**config.mk**
```make
export PLATFORM = sky130hd
export DESIGN_NAME = fbfc_fifo_framing
export DESIGN_NICKNAME = d
export VERILOG_FILES = /design/src/fbfc_pkg.sv /design/src/fbfc_fifo_framing.sv
export SDC_FILE = /design/constraint.sdc
export NUM_CORES = 1
export LEC_CHECK = 0
export BUFFER_PORTS_ARGS = -buffer_cell sky130_fd_sc_hd__buf_2
export CAP_MARGIN = 20
export CORE_MARGIN = 4
export CORE_UTILIZATION = 35
export DETAILED_ROUTE_END_ITERATION = 10
export GPL_TIMING_DRIVEN = 0
export PLACE_DENSITY_LB_ADDON = 0.05
export SETUP_SLACK_MARGIN = 0.4
export SLEW_MARGIN = 20
export SYNTH_ARGS = -nofsm -noshare
export SYNTH_HDL_FRONTEND = slang
export SYNTH_SLANG_ARGS = --single-unit
export TNS_END_PERCENT = 1
```
**constraint.sdc**
```tcl
create_clock -name clock -period 3.34 [get_ports clock]
set_input_delay 0.167 -clock clock [delete_from_list [all_inputs] [get_ports clock]]
set_output_delay 0.167 -clock clock [all_outputs]
set_load 0.01 [all_outputs]
```
**src/fbfc_pkg.sv**
```systemverilog
// Package: register map, field layout, reset values and types of the FIFO and framing block
package fbfc_pkg;

  // ****************************************************************
  // Register offsets on the host register port
  // ****************************************************************
  localparam logic [5:0] FBFC_ADDR_DATA_PORT = 6'h09;  // fifo_data_port
  localparam logic [5:0] FBFC_ADDR_OCCUPANCY = 6'h0a;  // fifo_occupancy
  localparam logic [5:0] FBFC_ADDR_THRESHOLD = 6'h0b;  // fifo_warning_threshold
  localparam logic [5:0] FBFC_ADDR_MISC_CTRL = 6'h0c;  // misc_control
  localparam logic [5:0] FBFC_ADDR_BIT_FRAME = 6'h0d;  // bit_framing_control

  // ****************************************************************
  // Buffer geometry
  // ****************************************************************
  localparam int         FBFC_DEPTH      = 64;         // Bytes held
  localparam logic [6:0] FBFC_DEPTH_CNT  = 7'h40;      // Depth as a count value
  localparam logic [6:0] FBFC_CNT_ONE    = 7'h01;      // One stored byte
  localparam logic [1:0] FBFC_SKID_FULL  = 2'h2;       // Skid buffer entries

  // ****************************************************************
  // Field positions
  // ****************************************************************
  localparam int FBFC_FLUSH_BIT      = 7;              // purge_pointers_bit
  localparam int FBFC_HALT_BIT       = 7;              // timer_halt_strobe
  localparam int FBFC_LAUNCH_BIT     = 6;              // timer_launch_strobe
  localparam int FBFC_SEND_BIT       = 7;              // send_trigger_bit
  localparam int FBFC_ALIGN_LSB      = 4;              // rx_first_bit_position low bit
  localparam int FBFC_ALIGN_MSB      = 6;              // rx_first_bit_position high bit
  localparam int FBFC_TXBITS_MSB     = 2;              // tx_final_byte_bit_count high bit
  localparam int FBFC_THRESH_MSB     = 5;              // warning_threshold high bit

  // ****************************************************************
  // Reset values and constant read-back patterns
  // ****************************************************************
  localparam logic [5:0] FBFC_THRESH_RST   = 6'h08;    // Warning threshold at reset
  localparam logic [7:0] FBFC_MISC_RSVD_RD = 8'h10;    // Reserved misc bits read back
  localparam logic [2:0] FBFC_POS_LAST     = 3'h7;     // Highest bit slot in a byte

  // ****************************************************************
  // Modem state codes shown to the host
  // ****************************************************************
  localparam logic [2:0] FBFC_MODEM_IDLE = 3'h0;       // Idle
  localparam logic [2:0] FBFC_MODEM_WAIT = 3'h1;       // Waiting for send trigger
  localparam logic [2:0] FBFC_MODEM_SEND = 3'h3;       // Transmitting

  // Send sequencer states, one-hot
  typedef enum logic [2:0] {
    FBFC_ST_IDLE = 3'b001,
    FBFC_ST_WAIT = 3'b010,
    FBFC_ST_SEND = 3'b100
  } fbfc_state_e;

  // Byte handed to the serial transmitter
  typedef struct packed {
    logic [7:0] data;                                  // Byte value
    logic       last;                                  // Final byte of the frame
    logic [2:0] nbits;                                 // Bits to send, 0 means all eight
  } fbfc_tx_word_s;

  // Bit delivered by the serial receiver
  typedef struct packed {
    logic bit_value;                                   // Received bit
    logic frame_end;                                   // Frame closes, no bit carried
  } fbfc_rx_bit_s;

endpackage : fbfc_pkg

```
**src/fbfc_fifo_framing.sv**
```systemverilog
// Module: 64-byte host FIFO with warning flags, timer strobes and bit framing control
//
// Behaviour
// One byte port reaches a 64-byte buffer
// Serial datapath moves whole bytes through buffer
// Flush empties pointers and clears overflow flag
// Flush bit always reads back zero
// Seven-bit count follows host writes and reads
// Six-bit threshold, read-write, resets to eight
// Near-full when free space within threshold
// Near-empty when count within threshold
// Timer stop and start strobes; start reads zero
// Final received byte valid bits, zero means eight
// Send trigger acts only during send-then-receive
// Alignment picks slot of first received bit
// Alignment seven wraps second bit to next byte
// Host uses nonzero alignment only for anticollision
// Transmit final byte bit count, zero means all
// Modem state shows waiting-for-trigger code
// Write when full is dropped, sets overflow
// Read when empty leaves count at zero
`timescale 1ns/1ps

module fbfc_fifo_framing
  import fbfc_pkg::*;
(
  // Clock and reset
  input  wire logic          clock,
  input  wire logic          resetn,
  // Host register port
  input  wire logic [5:0]    reg_addr,
  input  wire logic          reg_wr,
  input  wire logic          reg_rd,
  input  wire logic [7:0]    reg_wdata,
  output logic      [7:0]    reg_rdata,
  // Status toward the wider device
  output logic               near_full_flag,
  output logic               near_empty_flag,
  output logic               overflow_error_flag,
  output logic      [2:0]    modem_state_indicator,
  // Timer strobes
  output logic               timer_halt_strobe,
  output logic               timer_launch_strobe,
  // Command state from the command sequencer
  input  wire logic          transceive_active,
  // Transmit byte stream
  output logic               tx_valid,
  input  wire logic          tx_ready,
  output fbfc_tx_word_s      tx_word,
  // Receive bit stream
  input  wire logic          rx_valid,
  output logic               rx_ready,
  input  wire fbfc_rx_bit_s  rx_bit
);

  // ****************************************************************
  // Storage and state
  // ****************************************************************
  logic [7:0]    mem [FBFC_DEPTH];                     // Buffer bytes
  logic [5:0]    wr_ptr_reg;                           // Write pointer
  logic [5:0]    rd_ptr_reg;                           // Read pointer
  logic [6:0]    count_reg;                            // occupancy_count
  logic [5:0]    thresh_reg;                           // warning_threshold
  logic          ovfl_reg;                             // Overflow flag
  logic [2:0]    align_reg;                            // rx_first_bit_position
  logic [2:0]    txbits_reg;                           // tx_final_byte_bit_count
  logic [2:0]    rxlast_reg;                           // rx_final_byte_valid_count
  fbfc_state_e   state_reg;                            // Send sequencer
  fbfc_state_e   state_next;                           // Next sequencer state
  logic          halt_reg;                             // Timer stop pulse
  logic          launch_reg;                           // Timer start pulse
  logic [7:0]    rdata_reg;                            // Read data flop
  // Receive assembler
  logic [7:0]    asm_reg;                              // Byte under assembly
  logic [2:0]    pos_reg;                              // Next bit slot
  logic          active_reg;                           // Frame in progress
  logic          part_reg;                             // Current byte holds bits
  logic [7:0]    pend_reg;                             // Completed byte awaiting push
  logic          pend_valid_reg;                       // Pending byte present
  // Two-entry skid buffer on the transmit side
  fbfc_tx_word_s skid [2];                             // Entries
  logic          skid_wp_reg;                          // Skid write index
  logic          skid_rp_reg;                          // Skid read index
  logic [1:0]    skid_cnt_reg;                         // Skid occupancy

  // ****************************************************************
  // Register decode
  // ****************************************************************
  wire sel_data   = (reg_addr == FBFC_ADDR_DATA_PORT);
  wire sel_occ    = (reg_addr == FBFC_ADDR_OCCUPANCY);
  wire sel_thr    = (reg_addr == FBFC_ADDR_THRESHOLD);
  wire sel_misc   = (reg_addr == FBFC_ADDR_MISC_CTRL);
  wire sel_frame  = (reg_addr == FBFC_ADDR_BIT_FRAME);
  wire fifo_empty = (count_reg == 7'h00);
  wire fifo_full  = (count_reg == FBFC_DEPTH_CNT);
  wire flush      = reg_wr && sel_occ && reg_wdata[FBFC_FLUSH_BIT];
  wire host_wr    = reg_wr && sel_data;
  wire host_rd    = reg_rd && sel_data;
  // A full write is dropped and flags overflow
  wire host_push  = host_wr && !fifo_full;
  wire host_ovfl  = host_wr && fifo_full;
  // Empty read leaves pointers alone
  wire host_pop   = host_rd && !fifo_empty;
  // Host port has priority; the serial side waits a cycle
  wire rx_push    = pend_valid_reg && !host_wr && !fifo_full && !flush;
  wire tx_pop     = (state_reg == FBFC_ST_SEND) && !fifo_empty && !host_rd
                    && !flush && (skid_cnt_reg != FBFC_SKID_FULL);
  wire push       = host_push || rx_push;
  wire pop        = host_pop || tx_pop;
  wire send_hit   = reg_wr && sel_frame && reg_wdata[FBFC_SEND_BIT];

  // ****************************************************************
  // Warning flags
  // ****************************************************************
  wire [6:0] free_space = FBFC_DEPTH_CNT - count_reg;
  assign near_full_flag  = (free_space <= {1'b0, thresh_reg});
  assign near_empty_flag = (count_reg <= {1'b0, thresh_reg});
  assign overflow_error_flag = ovfl_reg;

  // ****************************************************************
  // Read-back mux
  // ****************************************************************
  // Write-only bits (flush, timer strobes, send trigger) read as zero
  wire [7:0] rd_occ   = {1'b0, count_reg};
  wire [7:0] rd_thr   = {2'b00, thresh_reg};
  wire [7:0] rd_misc  = FBFC_MISC_RSVD_RD | {5'h00, rxlast_reg};
  wire [7:0] rd_frame = {1'b0, align_reg, 1'b0, txbits_reg};
  // Empty read returns zero as its undefined byte
  wire [7:0] rd_data  = fifo_empty ? 8'h00 : mem[rd_ptr_reg];
  wire [7:0] rd_mux   = sel_data  ? rd_data  :
                        sel_occ   ? rd_occ   :
                        sel_thr   ? rd_thr   :
                        sel_misc  ? rd_misc  :
                        sel_frame ? rd_frame : 8'h00;
  assign reg_rdata = rdata_reg;

  // Capture read data on the read strobe
  always_ff @(posedge clock or negedge resetn) begin
    if (!resetn) begin
      rdata_reg <= 8'h00;
    end else if (reg_rd) begin
      rdata_reg <= rd_mux;
    end
  end

  // ****************************************************************
  // Buffer pointers and count
  // ****************************************************************
  // Byte memory has no reset; contents are don't-care until written
  always_ff @(posedge clock) if (push) mem[wr_ptr_reg] <= host_push ? reg_wdata : pend_reg;

  // Pointers wrap naturally at 64; flush wins over any traffic
  always_ff @(posedge clock or negedge resetn) begin
    if (!resetn) begin
      wr_ptr_reg <= 6'h00;
      rd_ptr_reg <= 6'h00;
      count_reg  <= 7'h00;
    end else if (flush) begin
      wr_ptr_reg <= 6'h00;
      rd_ptr_reg <= 6'h00;
      count_reg  <= 7'h00;
    end else begin
      if (push) wr_ptr_reg <= wr_ptr_reg + 6'h01;
      if (pop) rd_ptr_reg <= rd_ptr_reg + 6'h01;
      // Count follows pushes and pops
      if (push && !pop) begin
        count_reg <= count_reg + FBFC_CNT_ONE;
      end else if (pop && !push) begin
        count_reg <= count_reg - FBFC_CNT_ONE;
      end
    end
  end

  // Overflow flag: a new overflow beats a flush in the same cycle
  always_ff @(posedge clock or negedge resetn) begin
    if (!resetn) begin
      ovfl_reg <= 1'b0;
    end else if (host_ovfl) begin
      ovfl_reg <= 1'b1;
    end else if (flush) begin
      ovfl_reg <= 1'b0;
    end
  end

  // ****************************************************************
  // Control registers
  // ****************************************************************
  always_ff @(posedge clock or negedge resetn) begin
    if (!resetn) begin
      thresh_reg <= FBFC_THRESH_RST;
      align_reg  <= 3'h0;
      txbits_reg <= 3'h0;
    end else begin
      if (reg_wr && sel_thr) begin
        thresh_reg <= reg_wdata[FBFC_THRESH_MSB:0];
      end
      if (reg_wr && sel_frame) begin
        align_reg  <= reg_wdata[FBFC_ALIGN_MSB:FBFC_ALIGN_LSB];
        txbits_reg <= reg_wdata[FBFC_TXBITS_MSB:0];
      end
    end
  end

  // Timer strobes last one cycle per write
  always_ff @(posedge clock or negedge resetn) begin
    if (!resetn) begin
      halt_reg   <= 1'b0;
      launch_reg <= 1'b0;
    end else begin
      halt_reg   <= reg_wr && sel_misc && reg_wdata[FBFC_HALT_BIT];
      launch_reg <= reg_wr && sel_misc && reg_wdata[FBFC_LAUNCH_BIT];
    end
  end
  assign timer_halt_strobe   = halt_reg;
  assign timer_launch_strobe = launch_reg;

  // ****************************************************************
  // Send sequencer
  // ****************************************************************
  // Trigger only counts while send-then-receive runs
  always_comb begin
    state_next = state_reg;
    unique case (state_reg)
      FBFC_ST_IDLE: if (transceive_active) state_next = FBFC_ST_WAIT;
      FBFC_ST_WAIT: if (!transceive_active) state_next = FBFC_ST_IDLE;
                    else if (send_hit) state_next = FBFC_ST_SEND;
      FBFC_ST_SEND: begin
        // Ends on the last byte leaving, an empty buffer or command abort
        if (!transceive_active || (tx_pop && count_reg == FBFC_CNT_ONE) || fifo_empty) begin
          state_next = FBFC_ST_IDLE;
        end
      end
      default: state_next = FBFC_ST_IDLE;
    endcase
  end

  always_ff @(posedge clock or negedge resetn) begin
    if (!resetn) begin
      state_reg <= FBFC_ST_IDLE;
    end else begin
      state_reg <= state_next;
    end
  end

  // Modem code seen by the host
  assign modem_state_indicator = (state_reg == FBFC_ST_WAIT) ? FBFC_MODEM_WAIT :
                                 (state_reg == FBFC_ST_SEND) ? FBFC_MODEM_SEND :
                                 FBFC_MODEM_IDLE;

  // ****************************************************************
  // Transmit skid buffer
  // ****************************************************************
  // Final byte carries the partial bit count
  wire            tx_last  = (count_reg == FBFC_CNT_ONE);
  fbfc_tx_word_s  tx_entry;
  assign tx_entry = '{data: mem[rd_ptr_reg], last: tx_last,
                      nbits: tx_last ? txbits_reg : 3'h0};
  wire            tx_take  = tx_valid && tx_ready;

  // Stalls by the transmitter fill this, then hold the buffer pop
  always_ff @(posedge clock) if (tx_pop) skid[skid_wp_reg] <= tx_entry;

  always_ff @(posedge clock or negedge resetn) begin
    if (!resetn) begin
      skid_wp_reg  <= 1'b0;
      skid_rp_reg  <= 1'b0;
      skid_cnt_reg <= 2'h0;
    end else if (flush) begin
      skid_wp_reg  <= 1'b0;
      skid_rp_reg  <= 1'b0;
      skid_cnt_reg <= 2'h0;
    end else begin
      if (tx_pop) skid_wp_reg <= ~skid_wp_reg;
      if (tx_take) skid_rp_reg <= ~skid_rp_reg;
      if (tx_pop && !tx_take) begin
        skid_cnt_reg <= skid_cnt_reg + 2'h1;
      end else if (tx_take && !tx_pop) begin
        skid_cnt_reg <= skid_cnt_reg - 2'h1;
      end
    end
  end
  assign tx_valid = (skid_cnt_reg != 2'h0);
  assign tx_word  = skid[skid_rp_reg];

  // ****************************************************************
  // Receive bit assembler
  // ****************************************************************
  // One pending byte; new bits wait until it enters the buffer
  assign rx_ready = !pend_valid_reg;
  wire   rx_take  = rx_valid && rx_ready;
  wire   rx_bit_in = rx_take && !rx_bit.frame_end;
  wire   rx_end_in = rx_take && rx_bit.frame_end;
  wire [2:0] slot  = active_reg ? pos_reg : align_reg;
  logic  [7:0] asm_next;
  always_comb begin
    asm_next       = active_reg ? asm_reg : 8'h00;
    asm_next[slot] = rx_bit.bit_value;
  end

  always_ff @(posedge clock or negedge resetn) begin
    if (!resetn) begin
      asm_reg        <= 8'h00;
      pos_reg        <= 3'h0;
      active_reg     <= 1'b0;
      part_reg       <= 1'b0;
      pend_reg       <= 8'h00;
      pend_valid_reg <= 1'b0;
      rxlast_reg     <= 3'h0;
    end else begin
      if (rx_push || flush) begin
        pend_valid_reg <= 1'b0;
      end
      if (rx_bit_in) begin
        active_reg <= 1'b1;
        pos_reg    <= slot + 3'h1;
        if (slot == FBFC_POS_LAST) begin
          // Byte complete; next bit lands in slot 0 of a new byte
          pend_reg       <= asm_next;
          pend_valid_reg <= 1'b1;
          asm_reg        <= 8'h00;
          part_reg       <= 1'b0;
        end else begin
          asm_reg  <= asm_next;
          part_reg <= 1'b1;
        end
      end else if (rx_end_in) begin
        active_reg <= 1'b0;
        rxlast_reg <= part_reg ? pos_reg : 3'h0;
        if (part_reg) begin
          pend_reg       <= asm_reg;
          pend_valid_reg <= 1'b1;
        end
        part_reg <= 1'b0;
        asm_reg  <= 8'h00;
      end
    end
  end

endmodule : fbfc_fifo_framing

```
**Word level (Yosys, flattened, before mapping)**

Memories as Yosys holds them, arrays and structs flattened.
Cells that the tools add are included.

- $add $sub $neg: 8
- $lt $le $gt $ge: 4
- Equal/unequal tests: 16
- Mux-type cells: 57
- Bitwise logic cells: 3
- Reductions and logical operators: 61

Operators by type and width:

| kind | count |
|---|---|
| 8-bit two-way mux | 11 |
| 7-bit two-way mux | 7 |
| 6-bit by 4-bit equality test with 1-bit output (second input constant) | 5 |
| 1-bit logical AND | 30 |
| 6-bit two-way mux | 4 |
| 3-bit two-way mux | 7 |
| 1-bit two-way mux | 20 |
| 2-bit nonzero test | 8 |
| 7-bit by 6-bit <= comparator with 1-bit output | 2 |
| 6-bit by 1-bit adder with 6-bit output (second input constant) | 2 |
| 1-bit zero test | 12 |
| 2-bit two-way mux | 5 |
| 3-bit one-hot mux with 3 select lines | 1 |
| 8-bit bitwise mux | 1 |
| 7-bit by 1-bit adder with 7-bit output (second input constant) | 1 |
| 7-bit by 1-bit equality test with 1-bit output (second input constant) | 1 |
| 7-bit equality test (second input constant) | 1 |
| 7-bit zero test | 1 |
| 7-bit by 1-bit subtractor with 7-bit output (second input constant) | 1 |
| 7-bit subtractor (first input constant) | 1 |
| 3-bit equality test (second input constant) | 2 |
| 2-bit != test (second input constant) | 3 |
| 3-bit AND reduction | 2 |
| 3-bit nonzero test | 2 |
| other kinds (13) | 19 |

- Flip-flop bits (word level): 74
- RAM bits: 536
- Bits of input ports: 23
- Output and inout port bits: 30
- Logic and storage cells: 172
- Memories: 2

Memory list:

| name | depth | width | read ports | clocked after Yosys merged registers in | wr ports | line | RTL |
|---|---|---|---|---|---|---|---|
| mem | 64 | 8 | 1 | 0 | 1 | fbfc_fifo_framing.sv:59 | `logic [7:0] mem [FBFC_DEPTH];` |
| skid | 2 | 12 | 1 | 0 | 1 | fbfc_fifo_framing.sv:81 | `fbfc_tx_word_s skid [2];` |

**Depth between registers and ports, before layout**

- Word-level depth: 12
- Mapped depth: 9
- Gate-level depth less buffers: 8

**Worst setup path after synthesis**

OpenSTA, ideal clock, no wires.

- Path type: register to register
- From: register active_reg
- To: register asm_reg[0]
- Arrival: 2.461 ns
- Required time: 3.257 ns
- Slack: 0.797 ns
- Stages on the path, launching flop included: 9
- Path buffers: 2
- Period minus slack after synthesis: 2.543 ns
- Cell sequence: dfrtp_1 -> buf_1 -> mux2i_2 -> clkinv_1 -> ha_1 -> ha_1 -> or3_1 -> clkbuf_1 -> o21ai_0

- Longest elaborated chain between the ends: 8

Ends and longest elaborated chain:

| element | line | RTL |
|---|---|---|
| from (decl) | fbfc_fifo_framing.sv:76 | `logic active_reg;` |
| from (signal assigned) | fbfc_fifo_framing.sv:304 | `active_reg <= 1'b0;` |
| from (signal assigned) | fbfc_fifo_framing.sv:314 | `active_reg <= 1'b1;` |
| from (signal assigned) | fbfc_fifo_framing.sv:327 | `active_reg <= 1'b0;` |
| 3-bit two-way mux | fbfc_fifo_framing.sv:293 | `wire [2:0] slot = active_reg ? pos_reg : align_reg;` |
| 3-bit by 4-bit < comparator with 1-bit output (implied by the code) / 3-bit by 1-bit >= comparator with 1-bit output (equally long branches) | fbfc_fifo_framing.sv:297 | `asm_next[slot] = rx_bit.bit_value;` |
| 1-bit logical AND (implied by the code) | fbfc_fifo_framing.sv:297 |  |
| 1-bit two-way mux (implied by the code) | fbfc_fifo_framing.sv:297 |  |
| 1-bit demux with 3-bit select | fbfc_fifo_framing.sv:297 |  |
| 8-bit bitwise mux | fbfc_fifo_framing.sv:297 |  |
| 8-bit two-way mux * | fbfc_fifo_framing.sv:316 | `if (slot == FBFC_POS_LAST) begin` |
| 8-bit two-way mux * | fbfc_fifo_framing.sv:313 | `if (rx_bit_in) begin` |
| to (signal assigned) | fbfc_fifo_framing.sv:323 | `asm_reg <= asm_next;` |
| to (decl) | fbfc_fifo_framing.sv:74 | `logic [7:0] asm_reg;` |

Mark *: on every way between the ends. The rest lies on a longest branch, timed or not.
A chain may end at the register's enable or synchronous reset.

**Worst setup path in the final report**

- From: register count_reg[4]
- To: memory mem[17][0], enable pin

- Longest elaborated chain between the ends: 7

Ends and longest elaborated chain:

| element | line | RTL |
|---|---|---|
| from (decl) | fbfc_fifo_framing.sv:62 | `logic [6:0] count_reg;` |
| from (signal assigned) | fbfc_fifo_framing.sv:167 | `count_reg <= count_reg + FBFC_CNT_ONE;` |
| from (signal assigned) | fbfc_fifo_framing.sv:169 | `count_reg <= count_reg - FBFC_CNT_ONE;` |
| 7-bit equality test * | fbfc_fifo_framing.sv:95 | `wire fifo_full = (count_reg == FBFC_DEPTH_CNT);` |
| 1-bit zero test * | fbfc_fifo_framing.sv:100, fbfc_fifo_framing.sv:105 |  |
| 1-bit logical AND (2 in a row) | fbfc_fifo_framing.sv:105 | `wire rx_push = pend_valid_reg && !host_wr && !fifo_full && !flush;` |
| 1-bit logical OR * | fbfc_fifo_framing.sv:108 | `wire push = host_push \|\| rx_push;` |
| 1-bit two-way mux * (2 in a row) | fbfc_fifo_framing.sv:150 | `always_ff @(posedge clock) if (push) mem[wr_ptr_reg] <= host_push ? reg_wdata : pend_reg;` |
| to (decl) | fbfc_fifo_framing.sv:59 |  |

Marked as above.

==> impl_results.md <==
* Initial antenna violation count at 0
* Synth Area in Adders at less than 1%
* Synth warnings at 0
* Area delta synth->final at 17.53%
* Worst r2r src: count_reg[4]
* Die footprint at 76950 um2
* Multi-input gate area at roughly 7500 um2
* Mapped Cells at about 1600
* Final std cells w/o fill at 2700
* Leak Pwr at 9.747 nW
* Async SR Flop Fraction at around an eighth
* Max reg flops at 512
* Worst path required time at 3.57 ns
* Top flop regs: mem (512), skid (24)
* Reg2Reg Depth at 7
* Compound-Gate Fraction of Synth Area at 5.591%
* # setup viols final at 4
* DR vias/cell at approximately 5.3
* Final Hold Vio Count at 0
* Reg area at between 15000 and 20000 um2
* Clock buffer depth at 3
* Crit path max fanout at 9
* Reg-to-reg endpoint: mem[17][0]
* Post-synthesis mux area share at 13.76%
* Antenna diode count at 0
* Clock period minus worst slack at 3.342 ns
* Global-route wire length before repair at 105.1 mm
* CTS Buf Count at 70
* Final ANT Viol Nets at 0
* Routed wire per std cell at ~27 um
* Chip Width at 277.4 um
* Initial Util at 35.41%
* Yosys reg bits at 610
* Worst R2R Setup Slack at -0.002 ns
* Crit path launch: count_reg[4]
* Routed wire length at between 70 and 80 mm
* Critical Path Start Type: flip-flop
* Max Transition Viols Final at 0
* Peak Freq at 299.2 MHz
* Largest net degree at the start of global routing at 65
* Post-synthesis net count at 1594
* Worst EP arrival at 3.57 ns
* Worst hold path class: in -> async
* Post-synthesis xor/xnor area fraction at less than 1%
* Biggest register: mem
* Status: complete, but fails checks
* Main combinational cell family by area after synthesis: multiplexers
* Layout cells sized above 1 at 25.37%
* Number of remaining DRC errors at 0
* Clock skew at 0.03075 ns
* Layout Nets at around 1700
* # rows at 98
* Final worst slack at -0.002278 ns
* Placed Cells incl. Taps at ~2600
* Max-cap violations at 0
* Main synth FF type: edfxtp_1
* Core area at 71730 um2
* IO Port Bufs at 48
* Grt ovf at 0
* GRT Util Overall at around a fifth
* CTS tree: yes
* Crit path kind: reg -> reg
* CTS H-tree depth at 3
* Most frequent cells in the layout: 536 x edfxtp_1, 130 x mux2i_1, 89 x nand2_1
* I/O Pins at 53
* CTS root buf: clkbuf_16
* RSZ-0062 raised after global routing: true
* Tightest Pin Transition at between 1 and 1.5 ns
* Syn Std Cell Area at ~25000 um2
* Post-Synth Simple-Gate Area at 6.532%
* Netlist cell types at 77
* Vias at 14280
* CTS clock-pin slew for the worst setup and hold paths at approximately 0.060 ns
* Iteration-0 DRC Markers at 1121
* Critical path endpoint: mem[17][0]
* Slew headroom at approximately 29%
* Tot Pwr at about 21 mW
* Clk Latency, worst-skew pair at 0.61 ns
* Vias in the first global route at 14571
* Gpl congestion at 0.7696
* Cell Pwr Density at approximately 700 nW/um2
* Crit. End Element: flip-flop
* HPWL after DPL at 48.62 mm
* Filler cell count at approximately 6500
* Syn avg cell area at 16.37 um2
* Failing checks: negative setup slack
* DR pass1 iterations at 5
* Max IR drop VDD at 0.3410 mV
* Post-synthesis sequential area ratio at a little over two thirds
* Place WS at -0.4790 ns
* Most common cell after layout, fill and taps aside: edfxtp_1
* EDFF count, synth at 536
* CTS sink cnt at 610
* Final period utilization at 100.1%
* Die Ht at 277.4 um
## report_power, final
group,internal [mW],switching (mW),total (mW)
clock,4.16,3.03,7.18
combinational,1.53,2.87,4.40
sequential,9.31,0.191,9.50
total,15.0,6.08,21.1
## cell families after synthesis
family | count (synthesis)
DFF | 610
adders and majority gates | 19
other | 1
buffers and inverters | 109
AOI/OAI and AO/OA | 203
muxes | 253
and+or+nand+nor | 339
xor gates and xnor gates | 18
## worst max-delay path: stages (launching register included)
cell and delay [ns]:
dfrtp_1 0.34, clkbuf_1 0.42, nor4_2 0.12, nand3_1 0.16
o21ai_2 0.16, nor2_2 0.21, nand3b_1 0.69, nor2_2 0.83
## what timing repair did
item / in CTS / in global routing
resized for setup: 128 / 59
endpoints found under the hold margin: 101 / 0
setup buffers: 9 / 4
hold buffers: 14 / 0
setup endpoints to repair: 1038 / 915
pin swaps: 9 / 10
gates cloned: 0 / 0
## final cells by class
class                      instances  area share, %
inverter                          21         0.2892
sequential                       610          60.13
tap                              950          3.982
timing repair buffer              78          1.794
multi-input combinational        833          24.99
buffer                            88          1.735
clock inverter                    24         0.5365
clock buffer                      96          6.542
## cell usage after synthesis (5+ instances only)
library cell  instances  area [um2]
nor2_1              113       424.2
a21oi_1              45       225.2
nor2b_1              16       100.1
a32oi_1               5       43.79
a31oi_1              13       81.33
and3_1                8       50.05
mux2i_1             133        1331
buf_2                33       165.2
mux4_2               72        1622
o22ai_1              11       68.82
xor2_1                8       70.07
buf_1                12       45.04
xnor2_1              10       87.58
and2_1               11       68.82
clkbuf_1             39       146.4
edfxtp_1            536       16100
dfrtp_1              72        1802
nand3_1              42       210.2
nand4_1               9       56.30
nand2b_1              6       37.54
o21ai_0              18       90.09
nand2_1              90       337.8
inv_1                20       75.07
mux2_2               46       518.0
o211ai_1              5       37.54
ha_1                 19       237.7
nand3b_1              7       52.55
a22oi_1              65       488.0
## layer usage
| layer | track usage, % | wire (um) | vias to the layer above |
|---|---|---|---|
| met3 | 3.333 | 3038 | 119 |
| met1 | 26.43 | 33410 | 7470 |
| met5 | 0 | 0 | - |
| li1 | - | - | 6370 |
| met4 | 5.186 | 1881 | 0 |
| met2 | 30.55 | 34810 | 321 |
## metrics by stage
step / util (%) / hold WS, ns / instance area [um2] / TNS, ns
CTS: 41.34 / 0.02972 / 29650 / -9.629
global placement: 37.40 / 0.3587 / 26830 / -109.96
detailed placement: 37.52 / 0.1363 / 26920 / -76.98
floorplan: - / -0.1286 / 25400 / 0
global route: 41.62 / 0.06102 / 29850 / -1.893
finish: 41.62 / 0.04588 / 29850 / -0.004843
## worst min path at each step
stage,from,slack [ns],to,cells past startpoint
detailed placement,resetn,0.14,pos_reg[2],1
finish,resetn,0.05,pos_reg[2],2
global route,resetn,0.06,pos_reg[2],2
CTS,resetn,0.03,asm_reg[2],2
floorplan,resetn,-0.13,active_reg,0
global placement,transceive_active,0.36,state_reg[0],2
Power figures use the tool's default switching activity.
